==> config.mk <==
export PLATFORM = sky130hd
export DESIGN_NAME = rft_frame_timing
export DESIGN_NICKNAME = d
export VERILOG_FILES = /design/src/shared/rft_pkg.sv /design/src/hdl/rft_frame_timing.sv
export SDC_FILE = /design/constraint.sdc
export NUM_CORES = 1
export LEC_CHECK = 0
export BUFFER_PORTS_ARGS = -buffer_cell sky130_fd_sc_hd__buf_2
export CAP_MARGIN = 20
export CORE_MARGIN = 5
export CORE_UTILIZATION = 62
export CTS_BUF_LIST = sky130_fd_sc_hd__clkbuf_4 sky130_fd_sc_hd__clkbuf_8 sky130_fd_sc_hd__clkbuf_16
export CTS_CLUSTER_SIZE = 14
export DETAILED_ROUTE_END_ITERATION = 6
export PLACE_DENSITY_LB_ADDON = 0.2
export RECOVER_POWER = 100
export SLEW_MARGIN = 20
export SYNTH_ARGS = -nofsm -noshare
export SYNTH_HDL_FRONTEND = slang
export SYNTH_SLANG_ARGS = --single-unit
==> constraint.sdc <==
create_clock -name core_clk -period 5.8 [get_ports core_clk]
set_input_delay 0 -clock core_clk [delete_from_list [all_inputs] [get_ports core_clk]]
set_output_delay 0 -clock core_clk [all_outputs]
set_load 0.05 [all_outputs]
==> src/shared/rft_pkg.sv <==
// Package for the frame timing register block: offsets, presets, timing constants, types
`default_nettype none
package rft_pkg;

	// ********************************************************
	// Register offsets
	// ********************************************************
	localparam logic [4:0] OFS_PROTO_SEL   = 5'h01;
	localparam logic [4:0] OFS_DELAY_HIGH  = 5'h04;
	localparam logic [4:0] OFS_DELAY_LOW   = 5'h05;
	localparam logic [4:0] OFS_PULSE_OVR   = 5'h06;
	localparam logic [4:0] OFS_SILENCE     = 5'h07;

	// ********************************************************
	// Reset and preset values
	// ********************************************************
	localparam logic [7:0] RST_PROTO_SEL   = 8'h00;
	localparam logic [7:0] RST_DELAY_HIGH  = 8'hC2;
	localparam logic [7:0] RST_DELAY_LOW   = 8'h00;
	localparam logic [7:0] RST_PULSE_OVR   = 8'h00;
	localparam logic [7:0] RST_SILENCE     = 8'h0E;
	localparam logic [7:0] PRE_SIL_HI_RATE = 8'h14;
	localparam logic [7:0] PRE_SIL_LO_RATE = 8'h30;
	localparam logic [7:0] PRE_SIL_OTHER   = 8'h0E;

	// ********************************************************
	// Field positions
	// ********************************************************
	localparam int DELAY_LEN_HI_MSB = 5;
	localparam int START_SEL_LSB    = 6;
	localparam int PROTO_FIELD_MSB  = 2;

	// ********************************************************
	// Timing: times as printed, cycle counts derived
	// ********************************************************
	localparam int CLK_PERIOD_NS     = 10;
	localparam int DELAY_STEP_NS     = 590;
	localparam int DELAY_STEP_CYC    = (DELAY_STEP_NS + CLK_PERIOD_NS - 1) / CLK_PERIOD_NS;
	localparam int SILENCE_STEP_NS   = 37760;
	localparam int SILENCE_STEP_CYC  = (SILENCE_STEP_NS + CLK_PERIOD_NS - 1) / CLK_PERIOD_NS;
	// Pulse widths are kept in tenths of a nanosecond so 73.7 ns steps stay exact
	localparam logic [17:0] CLK_PERIOD_TNS = 18'd100;
	localparam logic [17:0] PULSE_STEP_TNS = 18'd737;
	localparam logic [17:0] NOM_15693_TNS  = 18'd94400;
	localparam logic [17:0] NOM_A106_TNS   = 18'd23600;
	localparam logic [17:0] NOM_A212_TNS   = 18'd14000;
	localparam logic [17:0] NOM_A424_TNS   = 18'd7370;
	localparam logic [17:0] NOM_A848_TNS   = 18'd4420;

	// ********************************************************
	// Types
	// ********************************************************
	typedef enum logic [2:0] {
		PROTO_V_LOW  = 3'b000,
		PROTO_V_HIGH = 3'b001,
		PROTO_A106   = 3'b010,
		PROTO_A212   = 3'b011,
		PROTO_A424   = 3'b100,
		PROTO_A848   = 3'b101,
		PROTO_OTH6   = 3'b110,
		PROTO_OTH7   = 3'b111
	} rft_proto_t;

	typedef enum logic [1:0] {
		START_TX_SOF_BEGIN = 2'b00,
		START_TX_SOF_END   = 2'b01,
		START_RX_SOF_BEGIN = 2'b10,
		START_RX_SOF_END   = 2'b11
	} rft_start_t;

	typedef enum logic [1:0] {
		DLY_IDLE  = 2'b00,
		DLY_ARMED = 2'b01,
		DLY_COUNT = 2'b10
	} rft_dly_state_t;

	typedef struct packed {
		logic       wr;
		logic       rd;
		logic [4:0] addr;
		logic [7:0] wdata;
	} rft_reg_req_t;

	typedef struct packed {
		logic tx_sof_begin;
		logic tx_sof_end;
		logic rx_sof_begin;
		logic rx_sof_end;
		logic tx_eof_end;
	} rft_frame_ev_t;

endpackage : rft_pkg
`default_nettype wire

==> src/hdl/rft_frame_timing.sv <==
// Frame timing registers: delayed-transmission timer, pulse width override, silence timeout
//
// Summary of operation
// - Hold low eight bits of 14-bit transmit delay, 590 ns steps, 1..16383.
// - Delay length of zero disables the timer; transmission goes without delay.
// - Delay low byte clears at reset, chip enable low, and protocol write.
// - Delay high bits from high-byte bits 5..0; bits 7..6 pick start condition.
// - Zero pulse override gives the selected protocol's nominal pulse width.
// - Nonzero override makes the pulse last value times 73.7 ns.
// - Pulse override clears at reset, chip enable low, and protocol write.
// - Nominal widths: 9.44 us; 2.36 us, 1.4 us, 737 ns, 442 ns.
// - No reply within timeout after a slot raises interrupt and sets flag.
// - Timeout equals silence register value times 37.76 us.
// - Timeout counting starts at end of transmitted end-of-frame.
// - Timeout interrupt only while the vicinity protocol is active.
// - Silence register resets to 0x0E; protocol write presets 755/1812/529 us.
`default_nettype none
module rft_frame_timing #(
	parameter int unsigned SILENCE_STEP_CYC = rft_pkg::SILENCE_STEP_CYC
) (
	input  wire logic                   core_clk,
	input  wire logic                   rst_n,
	input  wire logic                   chip_en,
	input  wire rft_pkg::rft_reg_req_t  reg_req,
	output var  logic [7:0]             reg_rdata_r,
	input  wire rft_pkg::rft_frame_ev_t frame_ev,
	input  wire logic                   tx_req,
	output var  logic                   tx_go_r,
	input  wire logic                   mod_req,
	output var  logic                   mod_pulse_r,
	input  wire logic                   silence_flag_clr,
	output var  logic                   silence_irq_r,
	output var  logic                   silence_flag_r
);

	// ********************************************************
	// Chip enable synchroniser
	// ********************************************************
	logic en_meta_r;
	logic en_sync_r;

	always_ff @(posedge core_clk or negedge rst_n)
	begin
		if (!rst_n)
		begin
			en_meta_r <= 1'b0;
			en_sync_r <= 1'b0;
		end
		else
		begin
			en_meta_r <= chip_en;
			en_sync_r <= en_meta_r;
		end
	end

	// ********************************************************
	// Register file
	// ********************************************************
	logic [7:0] proto_sel_r,  proto_sel_nxt;
	logic [7:0] delay_high_r, delay_high_nxt;
	logic [7:0] delay_low_r,  delay_low_nxt;
	logic [7:0] pulse_ovr_r,  pulse_ovr_nxt;
	logic [7:0] silence_r,    silence_nxt;
	logic [7:0] rdata_nxt;
	logic       proto_wr;
	rft_pkg::rft_proto_t proto;

	assign proto    = rft_pkg::rft_proto_t'(proto_sel_r[rft_pkg::PROTO_FIELD_MSB:0]);
	assign proto_wr = reg_req.wr && (reg_req.addr == rft_pkg::OFS_PROTO_SEL);

	always_comb
	begin
		proto_sel_nxt  = proto_sel_r;
		delay_high_nxt = delay_high_r;
		delay_low_nxt  = delay_low_r;
		pulse_ovr_nxt  = pulse_ovr_r;
		silence_nxt    = silence_r;
		rdata_nxt      = reg_rdata_r;
		if (!en_sync_r)
		begin
			// Chip disabled holds every register at its reset value
			proto_sel_nxt  = rft_pkg::RST_PROTO_SEL;
			delay_high_nxt = rft_pkg::RST_DELAY_HIGH;
			delay_low_nxt  = rft_pkg::RST_DELAY_LOW;
			pulse_ovr_nxt  = rft_pkg::RST_PULSE_OVR;
			silence_nxt    = rft_pkg::RST_SILENCE;
		end
		else if (proto_wr)
		begin
			proto_sel_nxt  = reg_req.wdata;
			delay_high_nxt = rft_pkg::RST_DELAY_HIGH;
			delay_low_nxt  = rft_pkg::RST_DELAY_LOW;
			pulse_ovr_nxt  = rft_pkg::RST_PULSE_OVR;
			case (reg_req.wdata[rft_pkg::PROTO_FIELD_MSB:0])
				rft_pkg::PROTO_V_LOW:  silence_nxt = rft_pkg::PRE_SIL_LO_RATE;
				rft_pkg::PROTO_V_HIGH: silence_nxt = rft_pkg::PRE_SIL_HI_RATE;
				default:               silence_nxt = rft_pkg::PRE_SIL_OTHER;
			endcase
		end
		else if (reg_req.wr)
		begin
			case (reg_req.addr)
				rft_pkg::OFS_DELAY_HIGH: delay_high_nxt = reg_req.wdata;
				rft_pkg::OFS_DELAY_LOW:  delay_low_nxt  = reg_req.wdata;
				rft_pkg::OFS_PULSE_OVR:  pulse_ovr_nxt  = reg_req.wdata;
				rft_pkg::OFS_SILENCE:    silence_nxt    = reg_req.wdata;
				default:                 ;
			endcase
		end
		if (reg_req.rd)
		begin
			case (reg_req.addr)
				rft_pkg::OFS_PROTO_SEL:  rdata_nxt = proto_sel_r;
				rft_pkg::OFS_DELAY_HIGH: rdata_nxt = delay_high_r;
				rft_pkg::OFS_DELAY_LOW:  rdata_nxt = delay_low_r;
				rft_pkg::OFS_PULSE_OVR:  rdata_nxt = pulse_ovr_r;
				rft_pkg::OFS_SILENCE:    rdata_nxt = silence_r;
				default:                 rdata_nxt = 8'h00;
			endcase
		end
	end

	always_ff @(posedge core_clk or negedge rst_n)
	begin
		if (!rst_n)
		begin
			proto_sel_r  <= rft_pkg::RST_PROTO_SEL;
			delay_high_r <= rft_pkg::RST_DELAY_HIGH;
			delay_low_r  <= rft_pkg::RST_DELAY_LOW;
			pulse_ovr_r  <= rft_pkg::RST_PULSE_OVR;
			silence_r    <= rft_pkg::RST_SILENCE;
			reg_rdata_r  <= 8'h00;
		end
		else
		begin
			proto_sel_r  <= proto_sel_nxt;
			delay_high_r <= delay_high_nxt;
			delay_low_r  <= delay_low_nxt;
			pulse_ovr_r  <= pulse_ovr_nxt;
			silence_r    <= silence_nxt;
			reg_rdata_r  <= rdata_nxt;
		end
	end

	// ********************************************************
	// Delayed-transmission timer
	// ********************************************************
	rft_pkg::rft_dly_state_t dly_state_r, dly_state_nxt;
	logic [13:0] dly_steps_r, dly_steps_nxt;
	logic [6:0]  dly_cyc_r,   dly_cyc_nxt;
	logic        tx_go_nxt;
	logic [13:0] delay_len;
	logic        start_hit;

	assign delay_len = {delay_high_r[rft_pkg::DELAY_LEN_HI_MSB:0], delay_low_r};

	always_comb
	begin
		case (rft_pkg::rft_start_t'(delay_high_r[7:rft_pkg::START_SEL_LSB]))
			rft_pkg::START_TX_SOF_BEGIN: start_hit = frame_ev.tx_sof_begin;
			rft_pkg::START_TX_SOF_END:   start_hit = frame_ev.tx_sof_end;
			rft_pkg::START_RX_SOF_BEGIN: start_hit = frame_ev.rx_sof_begin;
			rft_pkg::START_RX_SOF_END:   start_hit = frame_ev.rx_sof_end;
			default:                     start_hit = 1'b0;
		endcase
	end

	always_comb
	begin
		dly_state_nxt = dly_state_r;
		dly_steps_nxt = dly_steps_r;
		dly_cyc_nxt   = dly_cyc_r;
		tx_go_nxt     = 1'b0;
		case (dly_state_r)
			rft_pkg::DLY_IDLE:
				if (tx_req)
				begin
					if (delay_len == 14'h0000)
						tx_go_nxt = 1'b1;
					else
						dly_state_nxt = rft_pkg::DLY_ARMED;
				end
			rft_pkg::DLY_ARMED:
				if (start_hit)
				begin
					dly_state_nxt = rft_pkg::DLY_COUNT;
					dly_steps_nxt = delay_len;
					dly_cyc_nxt   = 7'h00;
				end
			rft_pkg::DLY_COUNT:
				if (dly_cyc_r == 7'(rft_pkg::DELAY_STEP_CYC - 1))
				begin
					dly_cyc_nxt   = 7'h00;
					dly_steps_nxt = dly_steps_r - 14'h0001;
					if (dly_steps_r == 14'h0001)
					begin
						tx_go_nxt     = 1'b1;
						dly_state_nxt = rft_pkg::DLY_IDLE;
					end
				end
				else
					dly_cyc_nxt = dly_cyc_r + 7'h01;
			default: dly_state_nxt = rft_pkg::DLY_IDLE;
		endcase
		// A protocol change or disable abandons any pending delayed start except one whose last step ends in that cycle
		if (!en_sync_r || proto_wr)
			dly_state_nxt = rft_pkg::DLY_IDLE;
	end

	always_ff @(posedge core_clk or negedge rst_n)
	begin
		if (!rst_n)
		begin
			dly_state_r <= rft_pkg::DLY_IDLE;
			dly_steps_r <= 14'h0000;
			dly_cyc_r   <= 7'h00;
			tx_go_r     <= 1'b0;
		end
		else
		begin
			dly_state_r <= dly_state_nxt;
			dly_steps_r <= dly_steps_nxt;
			dly_cyc_r   <= dly_cyc_nxt;
			tx_go_r     <= tx_go_nxt;
		end
	end

	// ********************************************************
	// Modulation pulse width
	// ********************************************************
	logic [17:0] pulse_tns_r, pulse_tns_nxt;
	logic [17:0] pulse_width;
	logic        mod_pulse_nxt;

	always_comb
	begin
		if (pulse_ovr_r != 8'h00)
			pulse_width = 18'(pulse_ovr_r) * rft_pkg::PULSE_STEP_TNS;
		else
		begin
			case (proto)
				rft_pkg::PROTO_A106: pulse_width = rft_pkg::NOM_A106_TNS;
				rft_pkg::PROTO_A212: pulse_width = rft_pkg::NOM_A212_TNS;
				rft_pkg::PROTO_A424: pulse_width = rft_pkg::NOM_A424_TNS;
				rft_pkg::PROTO_A848: pulse_width = rft_pkg::NOM_A848_TNS;
				default:             pulse_width = rft_pkg::NOM_15693_TNS;
			endcase
		end
	end

	always_comb
	begin
		mod_pulse_nxt = mod_pulse_r;
		pulse_tns_nxt = pulse_tns_r;
		if (!mod_pulse_r)
		begin
			if (mod_req)
			begin
				mod_pulse_nxt = 1'b1;
				pulse_tns_nxt = rft_pkg::CLK_PERIOD_TNS;
			end
		end
		else if (pulse_tns_r >= pulse_width)
			mod_pulse_nxt = 1'b0;
		else
			pulse_tns_nxt = pulse_tns_r + rft_pkg::CLK_PERIOD_TNS;
	end

	always_ff @(posedge core_clk or negedge rst_n)
	begin
		if (!rst_n)
		begin
			mod_pulse_r <= 1'b0;
			pulse_tns_r <= 18'h00000;
		end
		else
		begin
			mod_pulse_r <= mod_pulse_nxt;
			pulse_tns_r <= pulse_tns_nxt;
		end
	end

	// ********************************************************
	// No-response timeout
	// ********************************************************
	logic        sil_run_r,   sil_run_nxt;
	logic [7:0]  sil_steps_r, sil_steps_nxt;
	logic [11:0] sil_cyc_r,   sil_cyc_nxt;
	logic        silence_irq_nxt;
	logic        silence_flag_nxt;
	logic        sil_expire;
	logic        vicinity;

	assign vicinity   = (proto == rft_pkg::PROTO_V_LOW) || (proto == rft_pkg::PROTO_V_HIGH);
	assign sil_expire = sil_run_r && (sil_steps_r == 8'h01) &&
		(sil_cyc_r == 12'(SILENCE_STEP_CYC - 1));

	always_comb
	begin
		sil_run_nxt      = sil_run_r;
		sil_steps_nxt    = sil_steps_r;
		sil_cyc_nxt      = sil_cyc_r;
		silence_irq_nxt  = 1'b0;
		silence_flag_nxt = silence_flag_r;
		if (frame_ev.tx_eof_end && vicinity && (silence_r != 8'h00))
		begin
			sil_run_nxt   = 1'b1;
			sil_steps_nxt = silence_r;
			sil_cyc_nxt   = 12'h000;
		end
		else if (frame_ev.rx_sof_begin || !vicinity)
			sil_run_nxt = 1'b0;
		else if (sil_run_r)
		begin
			if (sil_cyc_r == 12'(SILENCE_STEP_CYC - 1))
			begin
				sil_cyc_nxt   = 12'h000;
				sil_steps_nxt = sil_steps_r - 8'h01;
				if (sil_expire)
					sil_run_nxt = 1'b0;
			end
			else
				sil_cyc_nxt = sil_cyc_r + 12'h001;
		end
		if (silence_flag_clr)
			silence_flag_nxt = 1'b0;
		// Set wins over a clear in the same cycle so no timeout is lost
		if (sil_expire && vicinity && !frame_ev.rx_sof_begin)
		begin
			silence_irq_nxt  = 1'b1;
			silence_flag_nxt = 1'b1;
		end
		if (!en_sync_r)
		begin
			sil_run_nxt      = 1'b0;
			silence_irq_nxt  = 1'b0;
			silence_flag_nxt = 1'b0;
		end
	end

	always_ff @(posedge core_clk or negedge rst_n)
	begin
		if (!rst_n)
		begin
			sil_run_r      <= 1'b0;
			sil_steps_r    <= 8'h00;
			sil_cyc_r      <= 12'h000;
			silence_irq_r  <= 1'b0;
			silence_flag_r <= 1'b0;
		end
		else
		begin
			sil_run_r      <= sil_run_nxt;
			sil_steps_r    <= sil_steps_nxt;
			sil_cyc_r      <= sil_cyc_nxt;
			silence_irq_r  <= silence_irq_nxt;
			silence_flag_r <= silence_flag_nxt;
		end
	end

	// High time is counted here rather than unrolled as a long repetition
	logic [10:0] chk_hi_cnt_r, chk_hi_cnt_nxt;
	logic        chk_a106_r,   chk_a106_nxt;

	always_comb
	begin
		chk_hi_cnt_nxt = 11'h000;
		if (mod_pulse_r)
			chk_hi_cnt_nxt = chk_hi_cnt_r + 11'h001;
		// A register write during the pulse may change its width, so that pulse is not judged
		chk_a106_nxt = chk_a106_r && mod_pulse_r && !reg_req.wr;
		if (!mod_pulse_r && mod_req && (pulse_ovr_r == 8'h00)
			&& (proto == rft_pkg::PROTO_A106) && !reg_req.wr)
			chk_a106_nxt = 1'b1;
	end

	always_ff @(posedge core_clk or negedge rst_n)
	begin
		if (!rst_n)
		begin
			chk_hi_cnt_r <= 11'h000;
			chk_a106_r   <= 1'b0;
		end
		else
		begin
			chk_hi_cnt_r <= chk_hi_cnt_nxt;
			chk_a106_r   <= chk_a106_nxt;
		end
	end
endmodule : rft_frame_timing
`default_nettype wire

==> implementation parameters <==
Parameter                              Value

Outcome
  Outcome    finished, violations left
  Violations in the final reports    capacitance limit, slew limit

Power
  Highest ir drop seen on vdd    311.7 uV
  Leak    ~0.0039 uW
  Power Dens Cells    372.3 nW/um^2

Worst hold path
  Worst Hold Depth    5
  Tightest Hold Check Type    in -> reg

Clocking
  CTS buffer count    17
  Clock latency of the later-clocked register in the worst-skew pair    0.43 ns
  Clock root buffer    clkbuf_16
  CTS tree    done
  Clock tree buffer depth    2
  Clock input transition at the sequential cells of the worst setup and hold paths    0.05 ns
  Post CTS Setup Buffer Count    0
  CTS H-Tree Depth    4
  Clock net sink count    114

Setup path
  Crit Path Category    reg -> reg
  Depth of the worst register-to-register path    21
  Nature of the critical path endpoint    flip-flop
  Startpoint type of the worst setup path    flip-flop
  FF-to-FF setup slack    about 0.4 ns
  Arrival @ worst endpoint    5.71 ns
  CP Max Fanout    20
  Data required time at the worst endpoint    ~6.1 ns

GRT
  Wire length of the first global-routing pass    31.83 mm
  Overall routing resource usage    27.30%
  Number of antenna violations at the first check in global routing    1
  Via count of the first global-routing pass    6712
  GR Overflow Total    0
  Maximum number of pins on one net before global-route repair    64

Yosys
  Post-Synthesis Cells    866
  Mapped Avg Cell Area    8.715 um^2
  Sequential fraction of the synthesis area    between 30% and 40%
  Primary flip-flop cell chosen by synthesis mapping    dfrtp_1
  Cell types with the largest area share after synthesis    dfrtp_1 36%, ha_1 11%, nand2_1 5.9%
  Unique masters post-synth    66
  Cell taking the most area after synthesis    dfrtp_1
  Async set-reset flop share out of synthesis    100.0%
  Share of the synthesized area in the top cell type    35.81%
  EDFF count, synth    0
  Post-synthesis register bit count    114
  Area of the mapped netlist    7547 um^2
  Count of synthesis-stage warnings from yosys    0
  Synthesized netlist net count    about 970

Floorplan
  Height of the die    ~120 um
  Initial standard-cell utilization of the core    between 60 and 70%
  Horizontal die dimension    120.3 um
  Core box area    11960 um^2
  Die area    14480 um^2
  # IOs    38
  Number of placement rows    40

Layout
  Area added between synthesis and finish    14.77%
  Ant diodes    0
  Fill count    889
  Multi-input gate area in the final layout    approximately 4300 um^2
  Fin nets    1024
  Design Area, Final    8662 um^2
  Register Area    approximately 2900 um^2
  Share of final-layout standard cells stronger than drive strength 1    9.570%

Timing
  Actual transition at the worst max-transition pin    between 2 and 3 ns
  Portion of the clock cycle consumed by the worst path in the final layout    93.27%
  Worst-case hold slack    ~0.16 ns
  Final hold vios    0
  Maximum operating frequency    roughly 180 MHz
  Final number of setup-violating endpoints    0
  Setup ws final    slightly below 0.4 ns
  Final critical path time including I/O delays and setup    about 5.4 ns
  Total Negative Setup Slacks    0 ns
  Maximum clock skew at final layout    between 0.01 and 0.015 ns
  RSZ-0062 raised after global routing    no
  Final-report max-slew violation count    between 100 and 150
  Worst relative slew slack    -80.85%

Detailed routing
  Drt via density    6.229
  Routed Antenna Nets    0
  Total Routed Length    19.05 mm
  Drt initial violations    between 500 and 600
  Detailed Routing Iterations Pass 1    6
  Total number of vias    6709
  DRC violation count after routing    0
  Per-cell routed wire length    between 15 and 20 um

Placement
  Worst slack at placement    between 0.04 and 0.05 ns
  Port Buffer Count    37
  Detailed Place HPWL    approximately 14 mm
  Standard cell area after detailed placement    roughly 7900 um^2
  Gpl congestion    between 0.8 and 0.9

Flow run
  Max-cap violation count    3
-- per-layer routing --
layer	vias to the layer above	GRT usage, %	share of wire [%]
met5	-	0	0.037
met4	2	12.39	3.3
met3	68	7.109	6.7
met2	258	46.15	49
met1	3210	32.80	41
li1	3171	-	-
-- kinds of logic (layout without fill, tap and decap cells) --
family                   count (synthesis)  after routing  share of synthesized area [%]
buffers and inverters                   94            158                          4.857
AND/OR/NAND/NOR                        315            315                          20.36
flip-flops                             114            114                          37.90
XOR/XNOR                                16             16                          1.857
AO/OA/AOI/OAI                          242            242                          19.61
adder cells (fa/ha/maj)                 81             81                          14.72
multiplexers                             4              4                         0.6963
-- flip-flops by register name, summed over array words and instances, names as in the netlist --
register	flops
delay_low_r	8
tx_go_r	1
en_sync_r	1
dly_state_r	2
pulse_ovr_r	8
silence_flag_r	1
silence_r	8
dly_steps_r	14
reg_rdata_r	8
proto_sel_r	8
dly_cyc_r	7
sil_run_r	1
pulse_tns_r	16
en_meta_r	1
sil_cyc_r	12
delay_high_r	8
sil_steps_r	8
silence_irq_r	1
mod_pulse_r	1
-- synth_stat cells, types with 8 or more instances --
| cell | number |
|---|---|
| nand2_1 | 119 |
| dfrtp_1 | 108 |
| o21ai_0 | 84 |
| ha_1 | 68 |
| inv_1 | 62 |
| nor2_1 | 61 |
| a21oi_1 | 51 |
| nand3_1 | 31 |
| clkbuf_1 | 22 |
| nor3_1 | 18 |
| nand2b_1 | 14 |
| o22ai_1 | 14 |
| and3_1 | 13 |
| fa_1 | 13 |
| a22oi_1 | 12 |
| a31oi_1 | 12 |
| a21boi_0 | 11 |
| and2_1 | 11 |
| nor2b_1 | 9 |
| xor2_1 | 9 |
| a221oi_1 | 8 |
| buf_2 | 8 |
| nand4_1 | 8 |
| nor4_1 | 8 |
| o21a_1 | 8 |
-- placed cells by master (no fill, tap or decap), types with 9 or more instances in the layout --
cell type and instances:
nor3_1 18, a21oi_1 52, nor2b_1 9, ha_1 68, xor2_1 9, buf_2 23
a22oi_1 12, and3_1 13, dfrtp_1 107, fa_1 13, o22ai_1 14, dlygate4sd3_1 15
a31oi_1 12, o21ai_0 85, nand2b_1 14, clkbuf_1 16, a21boi_0 11, inv_1 62
nand2_1 119, buf_4 9, nor4_1 9, nand3_1 31, nor2_1 61, clkbuf_16 17
-- layout make-up --
type,count,share of cell area (%)
Multi-Input combinational cell,658,49.92
Sequential cell,114,33.03
Clock buffer,22,5.561
Timing Repair Buffer,64,4.593
Inverter,62,2.687
Tap cell,147,2.123
Clock inverter,10,2.080
-- power breakdown --
group	switching, uW	internal, uW	leakage (uW)	total [uW]
combinational	567	395	0.00216	962
clock	366	802	0.000323	1170
sequential	167	927	0.00147	1090
-- worst max-delay path, cell delays in order (launching register included) --
cell and delay (ns):
dfrtp_1 0.43, fa_1 0.54, inv_1 0.06, fa_1 0.49, inv_1 0.06, fa_1 0.50
ha_1 0.31, ha_1 0.30, o21ai_1 0.15, a21oi_1 0.11, o41ai_2 0.25, o21ai_0 0.16
xor2_1 0.17, nand2_1 0.07, ha_1 0.31, nand4_1 0.14, nor4_2 0.28, o211ai_1 0.12
o21bai_2 0.26, and2_4 0.24, a31o_2 0.26, o31a_1 0.09
-- metrics by stage --
stage | instances | utilization [%] | power (uW)
6_report | 1077 | 72.42 | 3225
5_1_grt | 1077 | 72.42 | 3416
4_1_cts | 1077 | 72.64 | 3220
3_5_place_dp | 1030 | 65.84 | 2024
3_3_place_gp | 1030 | 65.84 | 1961
2_1_floorplan | 866 | - | 1762
-- worst paths after layout --
path                                     start        endpoint
worst max-delay path            pulse_ovr_r[5]  pulse_tns_r[8]
worst min-delay path               reg_req[14]    silence_r[1]
worst max register to register  pulse_ovr_r[5]  pulse_tns_r[8]
worst min register to register       en_meta_r       en_sync_r
max in group asynchronous                rst_n  pulse_ovr_r[3]
min in group asynchronous                rst_n    dly_cyc_r[5]
-- repair_timing --
item	CTS	global route
pin swaps	0	0
hold buffers	15	0
resized for setup	1	8
endpoints found under the hold margin	101	0
setup endpoints to repair	1	13
Power figures use the tool's default switching activity.
